[src/digc_defs.svh]
// offsets, field positions, reset values and sync indices of the input capture block
`ifndef DIGC_DEFS_SVH
`define DIGC_DEFS_SVH
`define DIGC_ADDR_CTRL       8'h00
`define DIGC_ADDR_STATUS     8'h04
`define DIGC_CTRL_RESET      12'h000
`define DIGC_CTRL_MODE_LO    0
`define DIGC_CTRL_MODE_HI    1
`define DIGC_CTRL_MEM_MODE   2
`define DIGC_CTRL_DELAY_EN   3
`define DIGC_CTRL_DELAY_DYN  4
`define DIGC_CTRL_FIXED_LO   8
`define DIGC_CTRL_FIXED_HI   11
`define DIGC_STAT_COUNT_LO   0
`define DIGC_STAT_COUNT_HI   3
`define DIGC_STAT_OVERRUN    8
`define DIGC_STAT_LINK       16
`define DIGC_STAT_PHASE      17
`define DIGC_SY_PAD          0
`define DIGC_SY_STROBE       1
`define DIGC_SY_EDGE         2
`define DIGC_SY_POL          3
`define DIGC_SY_LAT          4
`define DIGC_SY_RESET        5'h00
`define DIGC_FIFO_DEPTH      8
`define DIGC_WORD_W          4
`define DIGC_DELAY_TAPS      16
`endif

[src/digc_pkg.sv]
// types of the input capture block
package digc_pkg;
  typedef enum logic [1:0] {DIGC_SDR, DIGC_DDR, DIGC_GEAR, DIGC_OFF} digc_mode_t;
endpackage : digc_pkg

[src/digc_capture.sv]
// pad input capture: bypass, delay, sdr, ddr and gearbox capture into the system clock
`include "digc_defs.svh"
module digc_capture
  import digc_pkg::*;
#(
  parameter bit SIDE_LR = 1'b1
)(
  input  wire logic        CLK,
  input  wire logic        RESETN,
  input  wire logic [7:0]  ADDR,
  input  wire logic [31:0] WDATA,
  input  wire logic        WR,
  input  wire logic        RD,
  output logic [31:0]      RDATA,
  input  wire logic        PAD_INPUT_DATA,
  input  wire logic        SHIFTED_STROBE_CLOCK,
  input  wire logic        EDGE_CLOCK,
  input  wire logic        SYNC_CLOCK_POLARITY,
  input  wire logic        SYNC_TRANSFER_LATCH,
  input  wire logic [3:0]  DYNAMIC_DELAY_SELECT,
  input  wire logic        OUT_READY,
  output logic             BYPASS_COMB_INPUT,
  output logic             BYPASS_CLOCK_INPUT,
  output logic             OUT_VALID,
  output logic             GEARBOX_POS_STREAM_A,
  output logic             GEARBOX_NEG_STREAM_A,
  output logic             GEARBOX_POS_STREAM_B,
  output logic             GEARBOX_NEG_STREAM_B
);
  typedef struct packed {
    logic [4:0]   s1;
    logic [4:0]   s2;
    logic [4:0]   s3;
    logic [4:0]   filt;
    logic         link_prev;
    logic         pos_q;
    logic         neg_q;
    logic [1:0]   gear_a;
    logic         phase;
    logic [11:0]  ctrl;
    logic         overrun;
    logic [31:0]  rdata;
    logic         push;
    logic [3:0]   push_data;
    logic         out_valid;
    logic [3:0]   out_data;
    logic         byp_comb;
    logic         byp_clk;
  } digc_st_t;

  digc_st_t   st;
  digc_st_t   next_st;
  digc_mode_t mode;
  logic       link_f;
  logic       rise;
  logic       fall;
  logic       xfer;
  logic       data_in;
  logic       dly_q;
  logic [3:0] dly_sel;
  logic       fifo_in_ready;
  logic       fifo_out_valid;
  logic       fifo_pop;
  logic [3:0] fifo_out_data;
  logic [3:0] fifo_count;

  function automatic logic edge_of(input logic now, input logic was, input logic up);
    edge_of = up ? (now && !was) : (!now && was);
  endfunction : edge_of

  always_comb begin
    mode = digc_mode_t'(st.ctrl[`DIGC_CTRL_MODE_HI:`DIGC_CTRL_MODE_LO]);
    link_f = st.ctrl[`DIGC_CTRL_MEM_MODE] ? st.filt[`DIGC_SY_STROBE] : st.filt[`DIGC_SY_EDGE];
    rise = edge_of(link_f, st.link_prev, 1'b1);
    fall = edge_of(link_f, st.link_prev, 1'b0);
    xfer = st.filt[`DIGC_SY_POL] ? fall : rise;
    if (st.ctrl[`DIGC_CTRL_DELAY_DYN]) begin
      dly_sel = DYNAMIC_DELAY_SELECT;
    end else begin
      dly_sel = st.ctrl[`DIGC_CTRL_FIXED_HI:`DIGC_CTRL_FIXED_LO];
    end
    data_in = st.ctrl[`DIGC_CTRL_DELAY_EN] ? dly_q : st.filt[`DIGC_SY_PAD];
    fifo_pop = !st.out_valid || OUT_READY;
  end

  always_comb begin
    next_st = st;
    next_st.s1 = {SYNC_TRANSFER_LATCH, SYNC_CLOCK_POLARITY, EDGE_CLOCK, SHIFTED_STROBE_CLOCK, PAD_INPUT_DATA};
    next_st.s2 = st.s1;
    next_st.s3 = st.s2;
    for (int i = 0; i < 5; i++) begin
      if (st.s2[i] == st.s3[i]) begin
        next_st.filt[i] = st.s3[i];
      end
    end
    next_st.link_prev = link_f;
    next_st.byp_comb = st.filt[`DIGC_SY_PAD];
    next_st.byp_clk = st.filt[`DIGC_SY_PAD];
    next_st.push = 1'b0;
    next_st.push_data = st.push_data;
    if (rise) begin
      next_st.pos_q = data_in;
    end
    if (fall) begin
      next_st.neg_q = data_in;
    end
    case (mode)
      DIGC_SDR: begin
        next_st.push = 1'b1;
        next_st.push_data = {3'h0, data_in};
        next_st.phase = 1'b0;
      end
      DIGC_DDR: begin
        next_st.phase = 1'b0;
        if (xfer && st.filt[`DIGC_SY_LAT]) begin
          next_st.push = 1'b1;
          next_st.push_data = {2'h0, st.neg_q, st.pos_q};
        end
      end
      DIGC_GEAR: begin
        if (SIDE_LR && xfer && st.filt[`DIGC_SY_LAT]) begin
          if (!st.phase) begin
            next_st.gear_a = {st.neg_q, st.pos_q};
            next_st.phase = 1'b1;
          end else begin
            next_st.push = 1'b1;
            next_st.push_data = {st.neg_q, st.pos_q, st.gear_a};
            next_st.phase = 1'b0;
          end
        end
      end
      default: begin
        next_st.phase = 1'b0;
      end
    endcase
    if (fifo_pop) begin
      next_st.out_valid = fifo_out_valid;
      if (fifo_out_valid) begin
        next_st.out_data = fifo_out_data;
      end
    end
    next_st.rdata = 32'h0;
    if (WR && ADDR == `DIGC_ADDR_CTRL) begin
      next_st.ctrl = WDATA[11:0];
      next_st.phase = 1'b0;
    end
    if (WR && ADDR == `DIGC_ADDR_STATUS && WDATA[`DIGC_STAT_OVERRUN]) begin
      next_st.overrun = 1'b0;
    end
    if (st.push && !fifo_in_ready) begin
      next_st.overrun = 1'b1;
    end
    if (RD) begin
      case (ADDR)
        `DIGC_ADDR_CTRL: begin
          next_st.rdata = {20'h0, st.ctrl};
        end
        `DIGC_ADDR_STATUS: begin
          next_st.rdata[`DIGC_STAT_COUNT_HI:`DIGC_STAT_COUNT_LO] = fifo_count;
          next_st.rdata[`DIGC_STAT_OVERRUN] = st.overrun;
          next_st.rdata[`DIGC_STAT_LINK] = link_f;
          next_st.rdata[`DIGC_STAT_PHASE] = st.phase;
        end
        default: begin
          next_st.rdata = 32'h0;
        end
      endcase
    end
  end

  always_ff @(posedge CLK or negedge RESETN) begin
    if (!RESETN) begin
      st <= '0;
      st.ctrl <= `DIGC_CTRL_RESET;
      st.s1 <= `DIGC_SY_RESET;
      st.s2 <= `DIGC_SY_RESET;
      st.s3 <= `DIGC_SY_RESET;
      st.filt <= `DIGC_SY_RESET;
    end else begin
      st <= next_st;
    end
  end

  digc_delay u_delay (
    .clk    (CLK),
    .resetn (RESETN),
    .d      (st.filt[`DIGC_SY_PAD]),
    .sel    (dly_sel),
    .q      (dly_q)
  );

  digc_fifo #(
    .W (`DIGC_WORD_W),
    .D (`DIGC_FIFO_DEPTH)
  ) u_fifo (
    .clk       (CLK),
    .resetn    (RESETN),
    .in_valid  (st.push),
    .in_ready  (fifo_in_ready),
    .in_data   (st.push_data),
    .out_valid (fifo_out_valid),
    .out_ready (fifo_pop),
    .out_data  (fifo_out_data),
    .count     (fifo_count)
  );

  assign RDATA = st.rdata;
  assign BYPASS_COMB_INPUT = st.byp_comb;
  assign BYPASS_CLOCK_INPUT = st.byp_clk;
  assign OUT_VALID = st.out_valid;
  assign GEARBOX_POS_STREAM_A = st.out_data[0];
  assign GEARBOX_NEG_STREAM_A = st.out_data[1];
  assign GEARBOX_POS_STREAM_B = st.out_data[2];
  assign GEARBOX_NEG_STREAM_B = st.out_data[3];
endmodule : digc_capture

[src/digc_delay.sv]
// tapped input delay line with registered output
`include "digc_defs.svh"
module digc_delay
  import digc_pkg::*;
(
  input  wire logic       clk,
  input  wire logic       resetn,
  input  wire logic       d,
  input  wire logic [3:0] sel,
  output logic            q
);
  typedef struct packed {
    logic [`DIGC_DELAY_TAPS-1:0] sh;
    logic                        q;
  } digc_dly_st_t;
  digc_dly_st_t st;
  digc_dly_st_t next_st;

  always_comb begin
    next_st = st;
    next_st.sh = {st.sh[`DIGC_DELAY_TAPS-2:0], d};
    if (sel == 4'h0) begin
      next_st.q = d;
    end else begin
      next_st.q = st.sh[4'(sel - 4'h1)];
    end
  end

  always_ff @(posedge clk or negedge resetn) begin
    if (!resetn) begin
      st <= '0;
    end else begin
      st <= next_st;
    end
  end

  assign q = st.q;
endmodule : digc_delay

[src/digc_fifo.sv]
// small fifo with registered read data, valid and ready on both sides
module digc_fifo
  import digc_pkg::*;
#(
  parameter int W = 4,
  parameter int D = 8
)(
  input  wire logic                 clk,
  input  wire logic                 resetn,
  input  wire logic                 in_valid,
  output logic                      in_ready,
  input  wire logic [W-1:0]         in_data,
  output logic                      out_valid,
  input  wire logic                 out_ready,
  output logic [W-1:0]              out_data,
  output logic [$clog2(D+1)-1:0]    count
);
  localparam int AW = $clog2(D);
  typedef struct packed {
    logic [D-1:0][W-1:0]     mem;
    logic [AW-1:0]           wp;
    logic [AW-1:0]           rp;
    logic [$clog2(D+1)-1:0]  cnt;
    logic                    ov;
    logic [W-1:0]            od;
  } digc_fifo_st_t;
  digc_fifo_st_t st;
  digc_fifo_st_t next_st;
  logic push;
  logic pop;

  always_comb begin
    next_st = st;
    push = in_valid && (st.cnt != ($clog2(D+1))'(D));
    pop = (st.cnt != '0) && (!st.ov || out_ready);
    if (push) begin
      next_st.mem[st.wp] = in_data;
      next_st.wp = AW'(st.wp + 1'b1);
    end
    if (pop) begin
      next_st.od = st.mem[st.rp];
      next_st.rp = AW'(st.rp + 1'b1);
      next_st.ov = 1'b1;
    end else if (out_ready) begin
      next_st.ov = 1'b0;
    end
    next_st.cnt = st.cnt + (($clog2(D+1))'(push)) - (($clog2(D+1))'(pop));
  end

  always_ff @(posedge clk or negedge resetn) begin
    if (!resetn) begin
      st <= '0;
    end else begin
      st <= next_st;
    end
  end

  assign in_ready = (st.cnt != ($clog2(D+1))'(D));
  assign out_valid = st.ov;
  assign out_data = st.od;
  assign count = st.cnt;
endmodule : digc_fifo

[config.mk]
export PLATFORM = sky130hd
export DESIGN_NAME = digc_capture
export DESIGN_NICKNAME = d
export VERILOG_FILES = /design/src/digc_pkg.sv /design/src/digc_capture.sv /design/src/digc_delay.sv /design/src/digc_fifo.sv
export VERILOG_INCLUDE_DIRS = /design/src
export SDC_FILE = /design/constraint.sdc
export NUM_CORES = 1
export LEC_CHECK = 0
export ABC_AREA = 1
export BUFFER_PORTS_ARGS = -buffer_cell sky130_fd_sc_hd__buf_4
export CAP_MARGIN = 20
export CORE_MARGIN = 3
export CORE_UTILIZATION = 45
export CTS_BUF_LIST = sky130_fd_sc_hd__clkbuf_8 sky130_fd_sc_hd__clkbuf_16
export DETAILED_ROUTE_END_ITERATION = 8
export PLACE_DENSITY = 0.66
export SYNTH_ARGS = -nofsm -noshare
export SYNTH_HDL_FRONTEND = slang
export SYNTH_SLANG_ARGS = --single-unit
[constraint.sdc]
create_clock -name CLK -period 2.3 [get_ports CLK]
set_input_delay 0.115 -clock CLK [delete_from_list [all_inputs] [get_ports CLK]]
set_output_delay 0.115 -clock CLK [all_outputs]
set_load 0.005 [all_outputs]
### Yosys cells after proc, flatten, opt, wreduce, memory -nomap -nowiden

Cells that the tools add are included.

| storage, ports and cells | value |
|---|---|
| register bits after elaboration | 146 |
| bits of input ports | 54 |
| output and inout port bits | 39 |

| operators by class | value |
|---|---|
| add/sub/neg operators | 5 |
| magnitude comparators | 4 |
| eq/ne operators | 13 |
| mux-type cells | 30 |
| bitwise operators | 1 |
| reduce and logical (&&, ||, !) cells | 27 |

Operators with widths:

| kind | number |
|---|---|
| $bwmux 32 | 1 |
| $mux 18 | 1 |
| $mux 4 | 4 |
| $mux 5 | 3 |
| $pmux 5 s3 | 1 |
| $mux 13 | 1 |
| $bmux 4 s3 | 1 |
| $demux 4 s3 | 1 |
| $mux 1 | 12 |
| $logic_and 1x1->1 | 10 |
| $eq 8x3->1 const B | 1 |
| $logic_not 8->1 | 1 |
| $lt 3x4->1 const B | 2 |
| $pmux 4 s2 | 1 |
| $add 3x1->3 const B | 2 |
| $ne 2x2->1 const B | 3 |
| $eq 1x1->1 | 5 |
| $logic_not 1->1 | 5 |
| $lt 4x5->1 const B | 1 |
| $add 4x1->4 | 1 |
| $bmux 1 s4 | 1 |
| $logic_not 4->1 | 1 |
| $ne 4x4->1 const B | 1 |
| $reduce_and 4->1 | 1 |
| other kinds (17) | 19 |

### Depth between registers and ports, before layout

| depth | value |
|---|---|
| depth in word-level cells | 8 |
| depth in mapped cells | 14 |

### Hierarchy

Synthesis repeated with hierarchy kept, for this count alone.

| second synthesis, totals | value |
|---|---|
| cell total of the unflattened synthesis | 661 |
| area total of the unflattened synthesis | 5,934.4 um^2 |

By module, submodules not included:

| module | instances | cells an instance | area an instance (um^2) | seq. area each (um^2) |
|---|---|---|---|---|
| digc_capture | 1 | 256 | 2,625.0 | 1,601.5 |
| digc_fifo | 1 | 321 | 2,551.2 | 1,176.1 |
| digc_delay | 1 | 84 | 758.2 | 425.4 |

### Worst setup path after synthesis

No wires, ideal clock.

| path | value |
|---|---|
| path kind | reg-to-reg |
| from | register u_fifo.st, in the netlist u_fifo.count[2] |
| to | register u_fifo.st, in the netlist u_fifo.count[2] |
| arrival | 1,965 ps |
| path slack | 213 ps |
| stages on the path, launching flop included | 13 |
| path buffers | 1 |
| period minus slack after synthesis | 2,087 ps |
| cells stage by stage | dfrtp_1 -> inv_1 -> ha_1 -> nand3_1 -> nand2_1 -> inv_1 -> buf_2 -> ha_1 -> inv_1 -> ha_1 -> inv_1 -> fa_1 -> xnor2_1 |

RTL lines:

| item | line | RTL |
|---|---|---|
| start: declaration | digc_fifo.sv:27 | `digc_fifo_st_t st;` |
| start signal: assignment | digc_fifo.sv:54 | `st <= next_st;` |

==> summary.txt <==
Pwr
  • VDD IR-drop max: roughly 0.00064 V
  • Switching share of power: 0.2898
  • Pwr per Cell Area: 1022 nW/um2
  • Clock power share: 0.396
  • Internal power: 4.871 mW
  • Comb power frac: 0.207
  • Leak Pwr: approximately 3.3 nW
  • Sequential share of power: 0.397
  • Switch Pwr: 1.987 mW

STA
  • Final Hold Viols: 0
  • Worst Max-Slew Pin Slew: 674.6 ps
  • Slew Limit Fails: 0
  • RSZ-0062 raised after global routing: no
  • Rel. slew slack: 0.5503
  • Period utilization: 0.9103
  • Hold_ws: 19.59 ps
  • Clk_skew: 6.538 ps
  • Minimum clock period: 2094 ps
  • Setup TNS: 0 ps
  • FMAX: 0.4777 GHz
  • Setup violations, final: 0

Floorplan
  • DIE HEIGHT: about 120 um
  • Starting Density: 0.4721
  • Core area: between 10,000 and 15,000 um2
  • Die W: roughly 120 um
  • Number of top-level pins: 93
  • Die area: 13,650 um2
  • # rows: 39

Detailed routing
  • Initial DRT Pass Iterations: 4
  • Routed Antenna Nets: 0
  • Via/cell ratio: 4.889
  • Avg WL per Cell: 13.32 um
  • DRT iter0 DRCs: 222
  • DR DRC count: 0
  • Final WL: 10.81 mm
  • Vias post-DR: 3,965

Logic synthesis
  • Syn Inst Count: 584
  • Synth cell types: 36
  • Register area share after synthesis: 0.5748
  • Synth Register Bits: roughly 130
  • Async SR Flop Fraction: 1.000
  • Post-synth EDFFs: 0
  • Yosys warns: 0
  • Mapped Area: about 5500 um2
  • Syn Area/Cell: 9.468 um2
  • Top FF cell, synth: dfrtp_1

Global route
  • Largest net degree at the start of global routing: 55
  • Global-route wire length before repair: 18.76 mm
  • Number of global-route vias before repair: about 4,100
  • Global Route Usage Sum: 0.1777
  • Grt ovf: 0
  • Initial antenna violation count: 0

Worst setup path
  • Slowest cell delay on critical path: 370 ps
  • Cell family with most CP delay: adder cells
  • Crit-path max FO: 4
  • CP Class: flip-flop to flip-flop
  • Crit path buf inv count: 4
  • Required @ worst endpoint: 2590 ps
  • Setup crit start kind: flip-flop
  • R2r setup slk: 210 ps
  • Sequence of cells on the critical path: inv_1 -> ha_1 -> nand3_1 -> nand2_1 -> inv_1 -> ha_1 -> inv_1 -> ha_1 -> inv_1 -> fa_1 -> xnor2_1
  • Cell repeated most along the worst path: inv_1
  • Worst Setup End Kind: flip-flop
  • Crit path DAT: approximately 2400 ps
  • CP max-delay cell: fa_1

Clocking
  • TritonCTS clock tree: yes
  • CTS HTree Levels: 4
  • Latest clock arrival within the worst-skew pair: 410 ps
  • CTS Buffer Depth: 2
  • # Post-CTS Setup Buffers: 0
  • CTS Sinks: between 100 and 150
  • CTS Buf Count: 17
  • Clock slew at reported path FFs: 60 ps
  • CTS root buf: clkbuf_16

Finish
  • Share of cells above drive strength 1: 0.1707
  • P&R area growth vs syn: 21.38%
  • # diodes: 0
  • Finished Layout Cells: about 800
  • Post-layout util: 0.5731
  • Nets: 722
  • Design area: 6711 um2

Placement
  • DP Area: ~5900 um2
  • PortBufs: 54
  • GP Congestion: 0.8777
  • DP Cell Count: 760
  • DP Wirelength: 7.407 mm

Status
  • Status: complete, no violations

Hold path
  • Hold Path Class: input pin to flip-flop

Run
  • Max Cap Viol: 0
[what timing repair did]
action	CTS	global route
hold buffers	21	0
endpoints found under the hold margin	70	0
gates resized for setup	0	0
[Yosys cell counts, types with 2 or more instances]
cell type	count	area, um2
buf_4	35	262.8
nand2_2	7	43.79
inv_1	63	236.5
nor2_1	43	161.4
inv_2	2	7.510
o21ai_0	75	375.4
buf_2	5	25.02
ha_1	10	125.1
nor3_2	2	20.02
xnor2_1	2	17.52
a21oi_1	5	25.02
dfrtp_1	127	3178
nand2_1	121	454.2
xor2_1	3	26.28
o21ai_1	5	25.02
o22ai_1	3	18.77
o21ai_2	8	70.07
maj3_1	5	50.05
nand3b_1	2	15.01
nand3_1	37	185.2
buf_6	2	22.52
o211ai_1	8	60.06
[registers in the layout (all words and copies together) (netlist names)]
name,cells
GEARBOX_NEG_STREAM_A,1
GEARBOX_NEG_STREAM_B,1
GEARBOX_POS_STREAM_A,1
GEARBOX_POS_STREAM_B,1
OUT_VALID,1
RDATA,14
mode,2
next_st,11
st,31
u_delay.next_st,15
u_delay.q,1
u_delay.st,1
u_fifo.count,4
u_fifo.out_data,4
u_fifo.out_valid,1
u_fifo.st,38
[area by class of cell]
cell class	instances	area, um2
Multi-Input combinational cell	363	1822
Inverter	68	262.8
Clock buffer	20	466.7
Sequential cell	127	3178
Timing Repair Buffer	80	665.6
Clock inverter	10	137.6
Fill cell	1023	5000
Tap cell	143	178.9
[path summary, 6_finish.rpt]
kind	depth (start not counted)	end	startpoint
worst max register to register	11	u_fifo.count[2]	u_fifo.count[2]
worst max-delay path	11	u_fifo.count[2]	u_fifo.count[2]
worst min register to register	0	next_st[70]	next_st[75]
worst min-delay path	4	RDATA[8]	ADDR[3]
min in group asynchronous	2	GEARBOX_NEG_STREAM_B	RESETN
max in group asynchronous	3	st[7]	RESETN
[cell families (layout without fill, tap and decap cells)]
| family | count (synthesis) | count (layout) | share of synthesized area |
|---|---|---|---|
| AO/OA/AOI/OAI | 106 | 106 | 0.1066 |
| adder cells (fa/ha/maj) | 16 | 16 | 0.03530 |
| other | 1 | 18 | 0.0006782 |
| XOR/XNOR | 5 | 5 | 0.007922 |
| buffers and inverters | 111 | 178 | 0.1073 |
| AND/OR/NAND/NOR | 218 | 218 | 0.1675 |
| flip-flops | 127 | 127 | 0.5748 |
[power groups by stage]
stage	logic [mW]	clock network, mW	registers (mW)
floorplan	1.05	0	2.68
global placement	1.35	0	2.74
detailed placement	1.40	0	2.76
CTS	1.44	2.77	2.72
global route	1.65	2.88	2.76
finish	1.42	2.72	2.72
[per-layer routing]
metal | routed length [um] | GRT usage
met5 | 0 | 0
met4 | 195 | 0.06651
met3 | 672 | 0.06375
met2 | 5192 | 0.2852
met1 | 4745 | 0.2220
[stage by stage]
step	setup WS, ps	power, mW
finish	206.4	6.858
detailed placement	206.0	4.159
floorplan	212.7	3.735
global placement	253.3	4.096
CTS	194.3	6.933
global route	59.40	7.286
[layout by cell type (no fill, tap or decap), drive strengths merged]
master / count
nand4: 1
inv: 66
nand2: 129
o22ai: 3
o21ai: 88
fa: 1
nand3: 37
nand3b: 2
ha: 10
dfrtp: 127
xnor2: 2
nor2: 45
bufinv: 3
a31oi: 1
a21oi: 6
o211ai: 8
maj3: 5
or2: 1
clkinvlp: 5
dlygate4sd3: 21
clkinv: 4
conb: 18
xor2: 3
clkbuf: 20
buf: 59
nor3: 3
[tightest hold or removal path, stage by stage]
cell and delay [ps]:
buf_4 90, nor3_2 50, nand3_1 50, o21ai_0 70
Power figures use the tool's default switching activity.
